===== src/core/xps_pkg.sv =====
// Purpose: Shared constants and types for the crosspoint switch control.
// Assumes: Bit-serial link sampled by the core clock.
// Notes: Switch index is 4*crosspoint + {AA,AB,BA,BB}.
package xps_pkg;
   localparam int NUM_XP = 3;
   localparam int SW_PER_XP = 4;
   localparam int NUM_SW = 12;
   localparam int NUM_GPO = 2;
   // Fixed upper address bits, pins fill the low three
   localparam logic [3:0] ADDR_FIXED = 4'ha;
   localparam logic [3:0] BITS_PER_BYTE = 4'h8;
   // Command byte layout
   localparam int CMD_LEVEL_BIT = 7;
   localparam logic [6:0] CMD_ALL_DIRECT = 7'h60;
   localparam logic [6:0] CMD_ALL_CROSS = 7'h61;
   localparam logic [6:0] CMD_SRC_A = 7'h62;
   localparam logic [6:0] CMD_SRC_B = 7'h63;
   localparam logic [6:0] CMD_DRN_A = 7'h64;
   localparam logic [6:0] CMD_DRN_B = 7'h65;
   localparam logic [6:0] CMD_SINGLE_FIRST = 7'h66;
   localparam logic [6:0] CMD_SINGLE_LAST = 7'h71;
   localparam logic [6:0] CMD_DIS_FIRST = 7'h72;
   localparam logic [6:0] CMD_DIS_LAST = 7'h74;
   localparam logic [6:0] CMD_GPO_FIRST = 7'h75;
   localparam logic [6:0] CMD_GPO_LAST = 7'h76;
   // Per-crosspoint switch groups
   localparam logic [3:0] GRP_DIRECT = 4'h9;
   localparam logic [3:0] GRP_CROSS = 4'h6;
   localparam logic [3:0] GRP_SRC_A = 4'h3;
   localparam logic [3:0] GRP_SRC_B = 4'hc;
   localparam logic [3:0] GRP_DRN_A = 4'h5;
   localparam logic [3:0] GRP_DRN_B = 4'ha;
   // Control byte layout
   localparam int CTL_LOAD_BIT = 1;
   localparam int CTL_RESET_BIT = 0;
   // Reset values
   localparam logic [11:0] SW_RST = 12'h000;
   localparam logic [1:0] GPO_RST = 2'h0;
   localparam logic [7:0] BYTE_RST = 8'h00;

   typedef enum logic [2:0] {
      ST_IDLE, ST_ADDR, ST_ACK_A, ST_WR, ST_ACK_W, ST_RD, ST_ACK_R
   } xps_state_t;

   typedef struct packed {
      logic scl;
      logic sda;
   } xps_line_t;
endpackage


===== src/core/xps_switch_ctrl.sv =====
// Purpose: Serial slave that sets crosspoint switches and logic outputs.
// Assumes: Link lines are sampled by clk_i, far faster than the link.
// Notes: Pending states go live only when the load bit falls.
// Function
// - Slave only, never drives the clock
// - Detect data fall while clock high
// - Shift seven address bits then direction
// - Acknowledge own address on ninth pulse
// - Other address: stay silent until start
// - Direction one reads, zero writes
// - Nine pulses per byte with acknowledge
// - Data changes only while clock low
// - Data rise while clock high ends transfer
// - Address is 1010 then three pins
// - Each switch settable and readable back
// - Two logic outputs set by command
// - Switches applied on load bit fall
// - Outputs applied on load bit fall
// - Write carries two-byte word
// - Command byte then control byte
// - Latest command per element wins
`timescale 1ns/1ps
module xps_switch_ctrl
   import xps_pkg::*;
#(
   parameter bit HAS_GPO = 1'b1
) (
   input wire logic clk_i,
   input wire logic nrst_i,
   input wire logic scl_i,
   input wire logic sda_i,
   output logic sda_o,
   output logic sda_oe_o,
   input wire logic [2:0] addr_pin_i,
   output logic [NUM_SW-1:0] switch_on_o,
   output logic [NUM_GPO-1:0] general_output_o
);
   xps_line_t line_s1_q;
   xps_line_t line_s2_q;
   xps_line_t line_s3_q;
   logic [2:0] pin_s1_q;
   logic [2:0] pin_s2_q;
   logic scl_rise;
   logic scl_fall;
   logic start_det;
   logic stop_det;
   xps_state_t state_q;
   logic [3:0] cnt_q;
   logic [7:0] rx_q;
   logic [7:0] tx_q;
   logic rw_q;
   logic byte_idx_q;
   logic rd_idx_q;
   logic nack_q;
   logic oe_q;
   logic cmd_stb;
   logic ctl_stb;
   logic [7:0] rx_byte;
   logic [6:0] own_addr;
   logic [NUM_SW-1:0] pend_sw_q;
   logic [NUM_GPO-1:0] pend_gpo_q;
   logic [NUM_SW-1:0] sw_q;
   logic [NUM_GPO-1:0] gpo_q;
   logic load_q;
   logic [NUM_SW-1:0] sw_mask;
   logic [NUM_GPO-1:0] gpo_mask;
   logic [3:0] grp;
   logic [6:0] code;
   logic level;
   logic [3:0] single_idx;
   logic [1:0] dis_idx;
   logic gpo_idx;

   // Two flops per outside input; stage three only feeds edge detection
   always_ff @(posedge clk_i or negedge nrst_i) begin
      if (!nrst_i) begin
         line_s1_q <= '{scl: 1'b1, sda: 1'b1};
         line_s2_q <= '{scl: 1'b1, sda: 1'b1};
         line_s3_q <= '{scl: 1'b1, sda: 1'b1};
         pin_s1_q <= 3'h0;
         pin_s2_q <= 3'h0;
      end else begin
         line_s1_q <= '{scl: scl_i, sda: sda_i};
         line_s2_q <= line_s1_q;
         line_s3_q <= line_s2_q;
         pin_s1_q <= addr_pin_i;
         pin_s2_q <= pin_s1_q;
      end
   end

   // Clock edges and bus conditions from the synchronised lines
   assign scl_rise = line_s2_q.scl & ~line_s3_q.scl;
   assign scl_fall = ~line_s2_q.scl & line_s3_q.scl;
   assign start_det = line_s2_q.scl & line_s3_q.scl &
                      line_s3_q.sda & ~line_s2_q.sda;
   assign stop_det = line_s2_q.scl & line_s3_q.scl &
                     ~line_s3_q.sda & line_s2_q.sda;
   assign own_addr = {ADDR_FIXED, pin_s2_q};
   assign rx_byte = rx_q;

   // Open drain: only ever pull low, the clock line has no driver
   assign sda_o = 1'b0;
   assign sda_oe_o = oe_q;

   // Strobes for the byte handler, raised at the end of the 8th bit
   assign cmd_stb = (state_q == ST_WR) && scl_fall &&
                    (cnt_q == BITS_PER_BYTE) && !byte_idx_q;
   assign ctl_stb = (state_q == ST_WR) && scl_fall &&
                    (cnt_q == BITS_PER_BYTE) && byte_idx_q;

   // Link state machine; outputs only change after a clock fall
   always_ff @(posedge clk_i or negedge nrst_i) begin
      if (!nrst_i) begin
         state_q <= ST_IDLE;
         cnt_q <= 4'h0;
         rx_q <= BYTE_RST;
         tx_q <= BYTE_RST;
         rw_q <= 1'b0;
         byte_idx_q <= 1'b0;
         rd_idx_q <= 1'b0;
         nack_q <= 1'b0;
         oe_q <= 1'b0;
      end else if (start_det) begin
         // A start aborts any byte in flight; partial bytes are lost
         state_q <= ST_ADDR;
         cnt_q <= 4'h0;
         oe_q <= 1'b0;
         byte_idx_q <= 1'b0;
         rd_idx_q <= 1'b0;
      end else if (stop_det) begin
         state_q <= ST_IDLE;
         oe_q <= 1'b0;
      end else begin
         case (state_q)
            ST_IDLE: begin
               oe_q <= 1'b0;
            end
            ST_ADDR: begin
               if (scl_rise) begin
                  rx_q <= {rx_q[6:0], line_s2_q.sda};
                  cnt_q <= cnt_q + 4'h1;
               end else if (scl_fall && cnt_q == BITS_PER_BYTE) begin
                  rw_q <= rx_q[0];
                  if (rx_q[7:1] == own_addr) begin
                     state_q <= ST_ACK_A;
                     oe_q <= 1'b1;
                  end else begin
                     state_q <= ST_IDLE;
                  end
               end
            end
            ST_ACK_A: begin
               if (scl_fall) begin
                  cnt_q <= 4'h0;
                  if (rw_q) begin
                     state_q <= ST_RD;
                     tx_q <= switch_on_o[7:0];
                     oe_q <= ~switch_on_o[7];
                  end else begin
                     state_q <= ST_WR;
                     oe_q <= 1'b0;
                  end
               end
            end
            ST_WR: begin
               if (scl_rise) begin
                  rx_q <= {rx_q[6:0], line_s2_q.sda};
                  cnt_q <= cnt_q + 4'h1;
               end else if (scl_fall && cnt_q == BITS_PER_BYTE) begin
                  state_q <= ST_ACK_W;
                  oe_q <= 1'b1;
               end
            end
            ST_ACK_W: begin
               if (scl_fall) begin
                  state_q <= ST_WR;
                  cnt_q <= 4'h0;
                  oe_q <= 1'b0;
                  byte_idx_q <= ~byte_idx_q;
               end
            end
            ST_RD: begin
               if (scl_rise) begin
                  cnt_q <= cnt_q + 4'h1;
               end else if (scl_fall) begin
                  if (cnt_q == BITS_PER_BYTE) begin
                     state_q <= ST_ACK_R;
                     oe_q <= 1'b0;
                  end else begin
                     tx_q <= {tx_q[6:0], 1'b0};
                     oe_q <= ~tx_q[6];
                  end
               end
            end
            ST_ACK_R: begin
               if (scl_rise) begin
                  nack_q <= line_s2_q.sda;
               end else if (scl_fall) begin
                  cnt_q <= 4'h0;
                  if (nack_q) begin
                     state_q <= ST_IDLE;
                  end else begin
                     // Alternate low and high status bytes
                     state_q <= ST_RD;
                     rd_idx_q <= ~rd_idx_q;
                     if (rd_idx_q) begin
                        tx_q <= switch_on_o[7:0];
                        oe_q <= ~switch_on_o[7];
                     end else begin
                        tx_q <= {4'h0, switch_on_o[11:8]};
                        oe_q <= 1'b1;
                     end
                  end
               end
            end
            default: begin
               state_q <= ST_IDLE;
               oe_q <= 1'b0;
            end
         endcase
      end
   end

   // Command decode into element masks; disables force off
   always_comb begin
      code = rx_byte[6:0];
      level = rx_byte[CMD_LEVEL_BIT];
      single_idx = 4'(code - CMD_SINGLE_FIRST);
      dis_idx = 2'(code - CMD_DIS_FIRST);
      gpo_idx = 1'(code - CMD_GPO_FIRST);
      sw_mask = '0;
      gpo_mask = '0;
      // Codes outside the table leave both masks empty and change nothing
      case (code)
         CMD_ALL_DIRECT: grp = GRP_DIRECT;
         CMD_ALL_CROSS: grp = GRP_CROSS;
         CMD_SRC_A: grp = GRP_SRC_A;
         CMD_SRC_B: grp = GRP_SRC_B;
         CMD_DRN_A: grp = GRP_DRN_A;
         CMD_DRN_B: grp = GRP_DRN_B;
         default: grp = 4'h0;
      endcase
      sw_mask = {NUM_XP{grp}};
      if (code >= CMD_SINGLE_FIRST && code <= CMD_SINGLE_LAST) begin
         sw_mask[single_idx] = 1'b1;
      end
      if (code >= CMD_DIS_FIRST && code <= CMD_DIS_LAST) begin
         sw_mask[{dis_idx, 2'b00} +: SW_PER_XP] = 4'hf;
         level = 1'b0;
      end
      if (HAS_GPO && code >= CMD_GPO_FIRST && code <= CMD_GPO_LAST) begin
         gpo_mask[gpo_idx] = 1'b1;
      end
   end

   // Pending states: a later command simply overwrites its elements
   always_ff @(posedge clk_i or negedge nrst_i) begin
      if (!nrst_i) begin
         pend_sw_q <= SW_RST;
         pend_gpo_q <= GPO_RST;
      end else if (ctl_stb && !rx_byte[CTL_RESET_BIT]) begin
         pend_sw_q <= SW_RST;
         pend_gpo_q <= GPO_RST;
      end else if (cmd_stb) begin
         pend_sw_q <= (pend_sw_q & ~sw_mask) |
                      (sw_mask & {NUM_SW{level}});
         pend_gpo_q <= (pend_gpo_q & ~gpo_mask) |
                       (gpo_mask & {NUM_GPO{level}});
      end
   end

   // Live states change on a one-to-zero step of the load bit, and clear when the reset bit is zero.
   // Holding the bit high lets several words queue up first.
   always_ff @(posedge clk_i or negedge nrst_i) begin
      if (!nrst_i) begin
         load_q <= 1'b0;
         sw_q <= SW_RST;
         gpo_q <= GPO_RST;
      end else if (ctl_stb) begin
         if (!rx_byte[CTL_RESET_BIT]) begin
            load_q <= 1'b0;
            sw_q <= SW_RST;
            gpo_q <= GPO_RST;
         end else begin
            load_q <= rx_byte[CTL_LOAD_BIT];
            if (load_q && !rx_byte[CTL_LOAD_BIT]) begin
               sw_q <= pend_sw_q;
               gpo_q <= HAS_GPO ? pend_gpo_q : GPO_RST;
            end
         end
      end
   end

   // Outputs come straight from the live flops, never from pending ones
   assign switch_on_o = sw_q;
   assign general_output_o = gpo_q;
endmodule


===== config.mk =====
export PLATFORM = sky130hd
export DESIGN_NAME = xps_switch_ctrl
export DESIGN_NICKNAME = d
export VERILOG_FILES = /design/src/core/xps_pkg.sv /design/src/core/xps_switch_ctrl.sv
export SDC_FILE = /design/constraint.sdc
export NUM_CORES = 1
export LEC_CHECK = 0
export ABC_AREA = 1
export BUFFER_PORTS_ARGS = -buffer_cell sky130_fd_sc_hd__clkbuf_2
export CAP_MARGIN = 30
export CORE_UTILIZATION = 48
export CTS_CLUSTER_DIAMETER = 30
export CTS_CLUSTER_SIZE = 16
export DETAILED_ROUTE_END_ITERATION = 10
export MAX_ROUTING_LAYER = met4
export PLACE_DENSITY = 0.71
export SLEW_MARGIN = 25
export SYNTH_ARGS = -nofsm -noshare
export SYNTH_HDL_FRONTEND = slang
export SYNTH_SLANG_ARGS = --single-unit

===== constraint.sdc =====
create_clock -name clk_i -period 3.3 [get_ports clk_i]
set_clock_uncertainty 0.05 [all_clocks]
set_input_delay 0.66 -clock clk_i [delete_from_list [all_inputs] [get_ports clk_i]]
set_output_delay 0.66 -clock clk_i [all_outputs]
set_load 0.005 [all_outputs]

==> summary.md <==
| Metric | Value |
|---|---|
| Mean post-synth cell area | 7.843 um2 |
| Sort of element at the start of the critical path | flip-flop |
| Average wire per standard cell | 13.46 um |
| Number of standard-cell rows in the floorplan | 32 |
| Fraction of layout instances using a drive strength above 1 | 0.1849 |
| Cell types occupying the most area after synthesis | sky130_fd_sc_hd__dfrtp_1 39%, sky130_fd_sc_hd__nand2_1 14%, sky130_fd_sc_hd__nand3_1 7.1%, sky130_fd_sc_hd__inv_1 4.6%, sky130_fd_sc_hd__dfstp_2 4.0% |
| Clock Root Buffer | sky130_fd_sc_hd__clkbuf_8 |
| Pin count of the biggest net entering global routing | 29 |
| Kind of critical path | reg -> reg |
| Full die area | 0.008636 mm2 |
| Post-synth cell types | 42 |
| Synthesized area | 0.003969 mm2 |
| Final count of negative-setup-slack endpoints | 0 |
| Number of maximum-capacitance constraint violations | 0 |
| Overall Global Routing Usage | 0.2293 |
| Share of the cycle needed by the critical path after routing | 0.6808 |
| # Post-CTS Setup Buffers | 0 |
| Most instantiated cells after synthesis | 147 x sky130_fd_sc_hd__nand2_1, 62 x sky130_fd_sc_hd__dfrtp_1, 56 x sky130_fd_sc_hd__nand3_1 |
| Count of warnings emitted by yosys | 0 |
| Actual transition at the worst max-transition pin | 0.9174 ns |
| RSZ-0062 raised after global routing | false |
| Reg2Reg Depth | 8 |
| Residual DRC count | 0 |
| Library cell with the largest summed area after synthesis | sky130_fd_sc_hd__dfrtp_1 |
| Inserted Diodes | 0 |
| Wire length after detailed routing | 8508 um |
| Post-synthesis register bit count | 68 |
| Critical path's top delay family | simple AND/OR/NAND/NOR gates |
| Remaining number of nets flagged by the antenna check after routing | 0 |
| Post-Synthesis Net Count | 520 |
| Routability-driven placement congestion ratio | 0.9449 |
| Clock buffer depth | 2 |
| Number of buffers created by CTS | 9 |
| Clock Sinks | 68 |
| Clock tree from TritonCTS | built |
| Synth async-reset ratio | 1.000 |
| Sequential cell area | 0.001709 mm2 |
| Hpwl dp | 6290 um |
| Via density per instance | 5.212 |
| Most common cell in the synthesized netlist | sky130_fd_sc_hd__nand2_1 |
| Fill count | 743 |
| Number of top-level design ports | 23 |
| Worst-path maximum fanout | 14 |
| Post-Route Setup TNS | 0 ns |
| Required time worst endpoint | 3.53 ns |
| # H-tree levels | 3 |
| Slowest cell delay on critical path | 0.72 ns |
| Dominant cell type by count on the critical path | sky130_fd_sc_hd__nand2_1 |
| Area growth from synthesis to layout | 8.606% |
| Peak supply drop | 0.1834 mV |
| Number of global-route vias before repair | 3,133 |
| Number of buffer and inverter instances along the worst setup path | 1 |
| Cells after Synth | 506 |
| Via count | 3,294 |
| Initial Util | 0.5057 |
| Origin of the critical flop-to-flop path | cnt_q[0]$_DFFE_PN0P_ |
| Register clock-pin slew on the reported worst setup and hold paths | 0.07 ns |
| Net count of the finished layout | 539 |
| Total of buffers placed on input and output ports | 21 |
| Crit Reg-Reg Endpoint | pend_gpo_q[1]$_DFFE_PN0P_ |
| Max Clk Rate | 445.1 MHz |
| Run status | complete, no violations |
| Sequential element share of the synthesized area | 0.4306 |
| Residual overflow from global routing | 0 |
| Hold buffer count at CTS | 0 |
| Global-route wire length before repair | 14,990 um |
| Primary flip-flop cell chosen by synthesis mapping | sky130_fd_sc_hd__dfrtp_1 |
| Max-slew violation count | 0 |
| Crit path max-delay cell type | sky130_fd_sc_hd__nor3_2 |
| Post-synth EDFFs | 0 |
| Smallest hold slack | 0.2086 ns |
| Floorplan Core Area | 0.007848 mm2 |
| Die W | 92.93 um |
| Number of hold violations in the final report | 0 |
| Total area of multi-input combinational cells | 0.001928 mm2 |
| Total power divided by cell area | 440.6 mW/mm2 |
| First-pass detailed-route iteration total | 4 |
| Worst skew pair latency | 0.35 ns |
| Post-layout power | 1899 uW |
| Post-route minimum period | 2.247 ns |
| Gates resized, CTS repair | 0 |
| Hold Path Class | in -> async |
| Area share of the largest cell type after synthesis | 0.3909 |
| Slew headroom | 0.3851 |
| Worst reg2reg setup slack | 1.05 ns |
| Chip height | 92.93 um |
| Critical Path AT | 2.47 ns |
| Kind of capture point of the worst setup path | flip-flop |
| Initial DRC Count | 184 |
| Initial antenna violation count | 0 |
| Sequence of cells on the critical path | inv_1 > ha_1 > nand2_1 > nor2_1 > nand2_1 > nor3_2 > o21ai_0 > o21ai_1 |
| Leakage power | 0.002163 uW |
worst register-to-register path: cells and delay by family, from the launching register on:
| family | cells | cell delay (ns) |
|---|---|---|
| simple gates | 4 | 1.06 |
| flops | 1 | 0.43 |
| fa+ha+maj | 1 | 0.16 |
| buf+inv | 1 | 0.10 |
| compound gates | 2 | 0.37 |
worst max path at each step:
stage,from,slack [ns],end,cells after the start
2_1_floorplan,rx_byte[1]$_DFFE_PN0P_,1.56,pend_sw_q[11]$_DFFE_PN0P_,13
3_3_place_gp,cnt_q[0]$_DFFE_PN0P_,1.12,pend_gpo_q[1]$_DFFE_PN0P_,8
3_5_place_dp,cnt_q[0]$_DFFE_PN0P_,1.03,pend_gpo_q[1]$_DFFE_PN0P_,8
4_1_cts,cnt_q[0]$_DFFE_PN0P_,1.04,pend_gpo_q[1]$_DFFE_PN0P_,8
5_1_grt,cnt_q[0]$_DFFE_PN0P_,0.86,pend_gpo_q[1]$_DFFE_PN0P_,8
6_report,cnt_q[0]$_DFFE_PN0P_,1.05,pend_gpo_q[1]$_DFFE_PN0P_,8
per-layer routing:
metal / track usage / routed length, um / vias to the layer above
met5: - / 0 / -
met4: 0.07949 / 121 / 0
met3: 0.04598 / 308 / 13
met2: 0.3487 / 3894 / 66
met1: 0.3060 / 4183 / 1514
li1: - / - / 1701
logic make-up after synthesis:
group | share of synthesized area
simple gates | 0.3433
buf+inv | 0.08354
flops | 0.4306
compound gates | 0.1107
fa+ha+maj | 0.02207
xor+xnor | 0.008826
other cells | 0.0009449
state kept, by name, summed over array words and instances, names as in the netlist, 2 cells and up:
register	flops
line_s1_q	2
pend_sw_q	12
state_q	3
switch_on_o	12
pend_gpo_q	2
tx_q	7
general_output_o	2
rx_byte	8
pin_s1_q	3
cnt_q	4
line_s3_q	2
pin_s2_q	3
line_s2_q	2
cells in the final DEF, fill, tap and decap left out, drive strengths merged:
cell        n
nand2     160
dfrtp      62
inv        59
nand3      58
nor2       35
o21ai      34
clkbuf     30
nand4      20
o31ai      12
a21oi      10
ha          7
dfstp       6
nor3        5
clkinv      5
xor2        4
buf         4
a22oi       3
and3        3
nand3b      2
o211ai      2
and2        1
a211oi      1
o21bai      1
o21a        1
a31o        1
a31oi       1
conb        1
clkinvlp    1
bufinv      1
power breakdown:
group,internal [uW],switching [uW],leakage [uW]
Sequential,874,59.0,0.000907
Combinational,70.2,217,0.00116
Clock,349,330,0.0000962
Total,1290,606,0.00216
area by class of cell:
cell class | instances | area share
Clock buffer | 10 | 0.02961
Clock inverter | 6 | 0.01509
Inverter | 60 | 0.05225
Multi-Input combinational cell | 362 | 0.4473
Sequential cell | 68 | 0.3965
Tap cell | 102 | 0.02961
Timing Repair Buffer | 24 | 0.02961
stage by stage:
stage | instances | cell area [um2] | util | setup WS (ns)
final | 632 | 4310 | 0.5493 | 1.053
after floorplan | 506 | 3969 | - | 1.557
after CTS | 632 | 4310 | 0.5493 | 1.038
after global routing | 632 | 4310 | 0.5493 | 0.8627
after detailed placement | 616 | 4118 | 0.5247 | 1.033
after global placement | 615 | 4110 | 0.5238 | 1.118
Power figures use the tool's default switching activity.
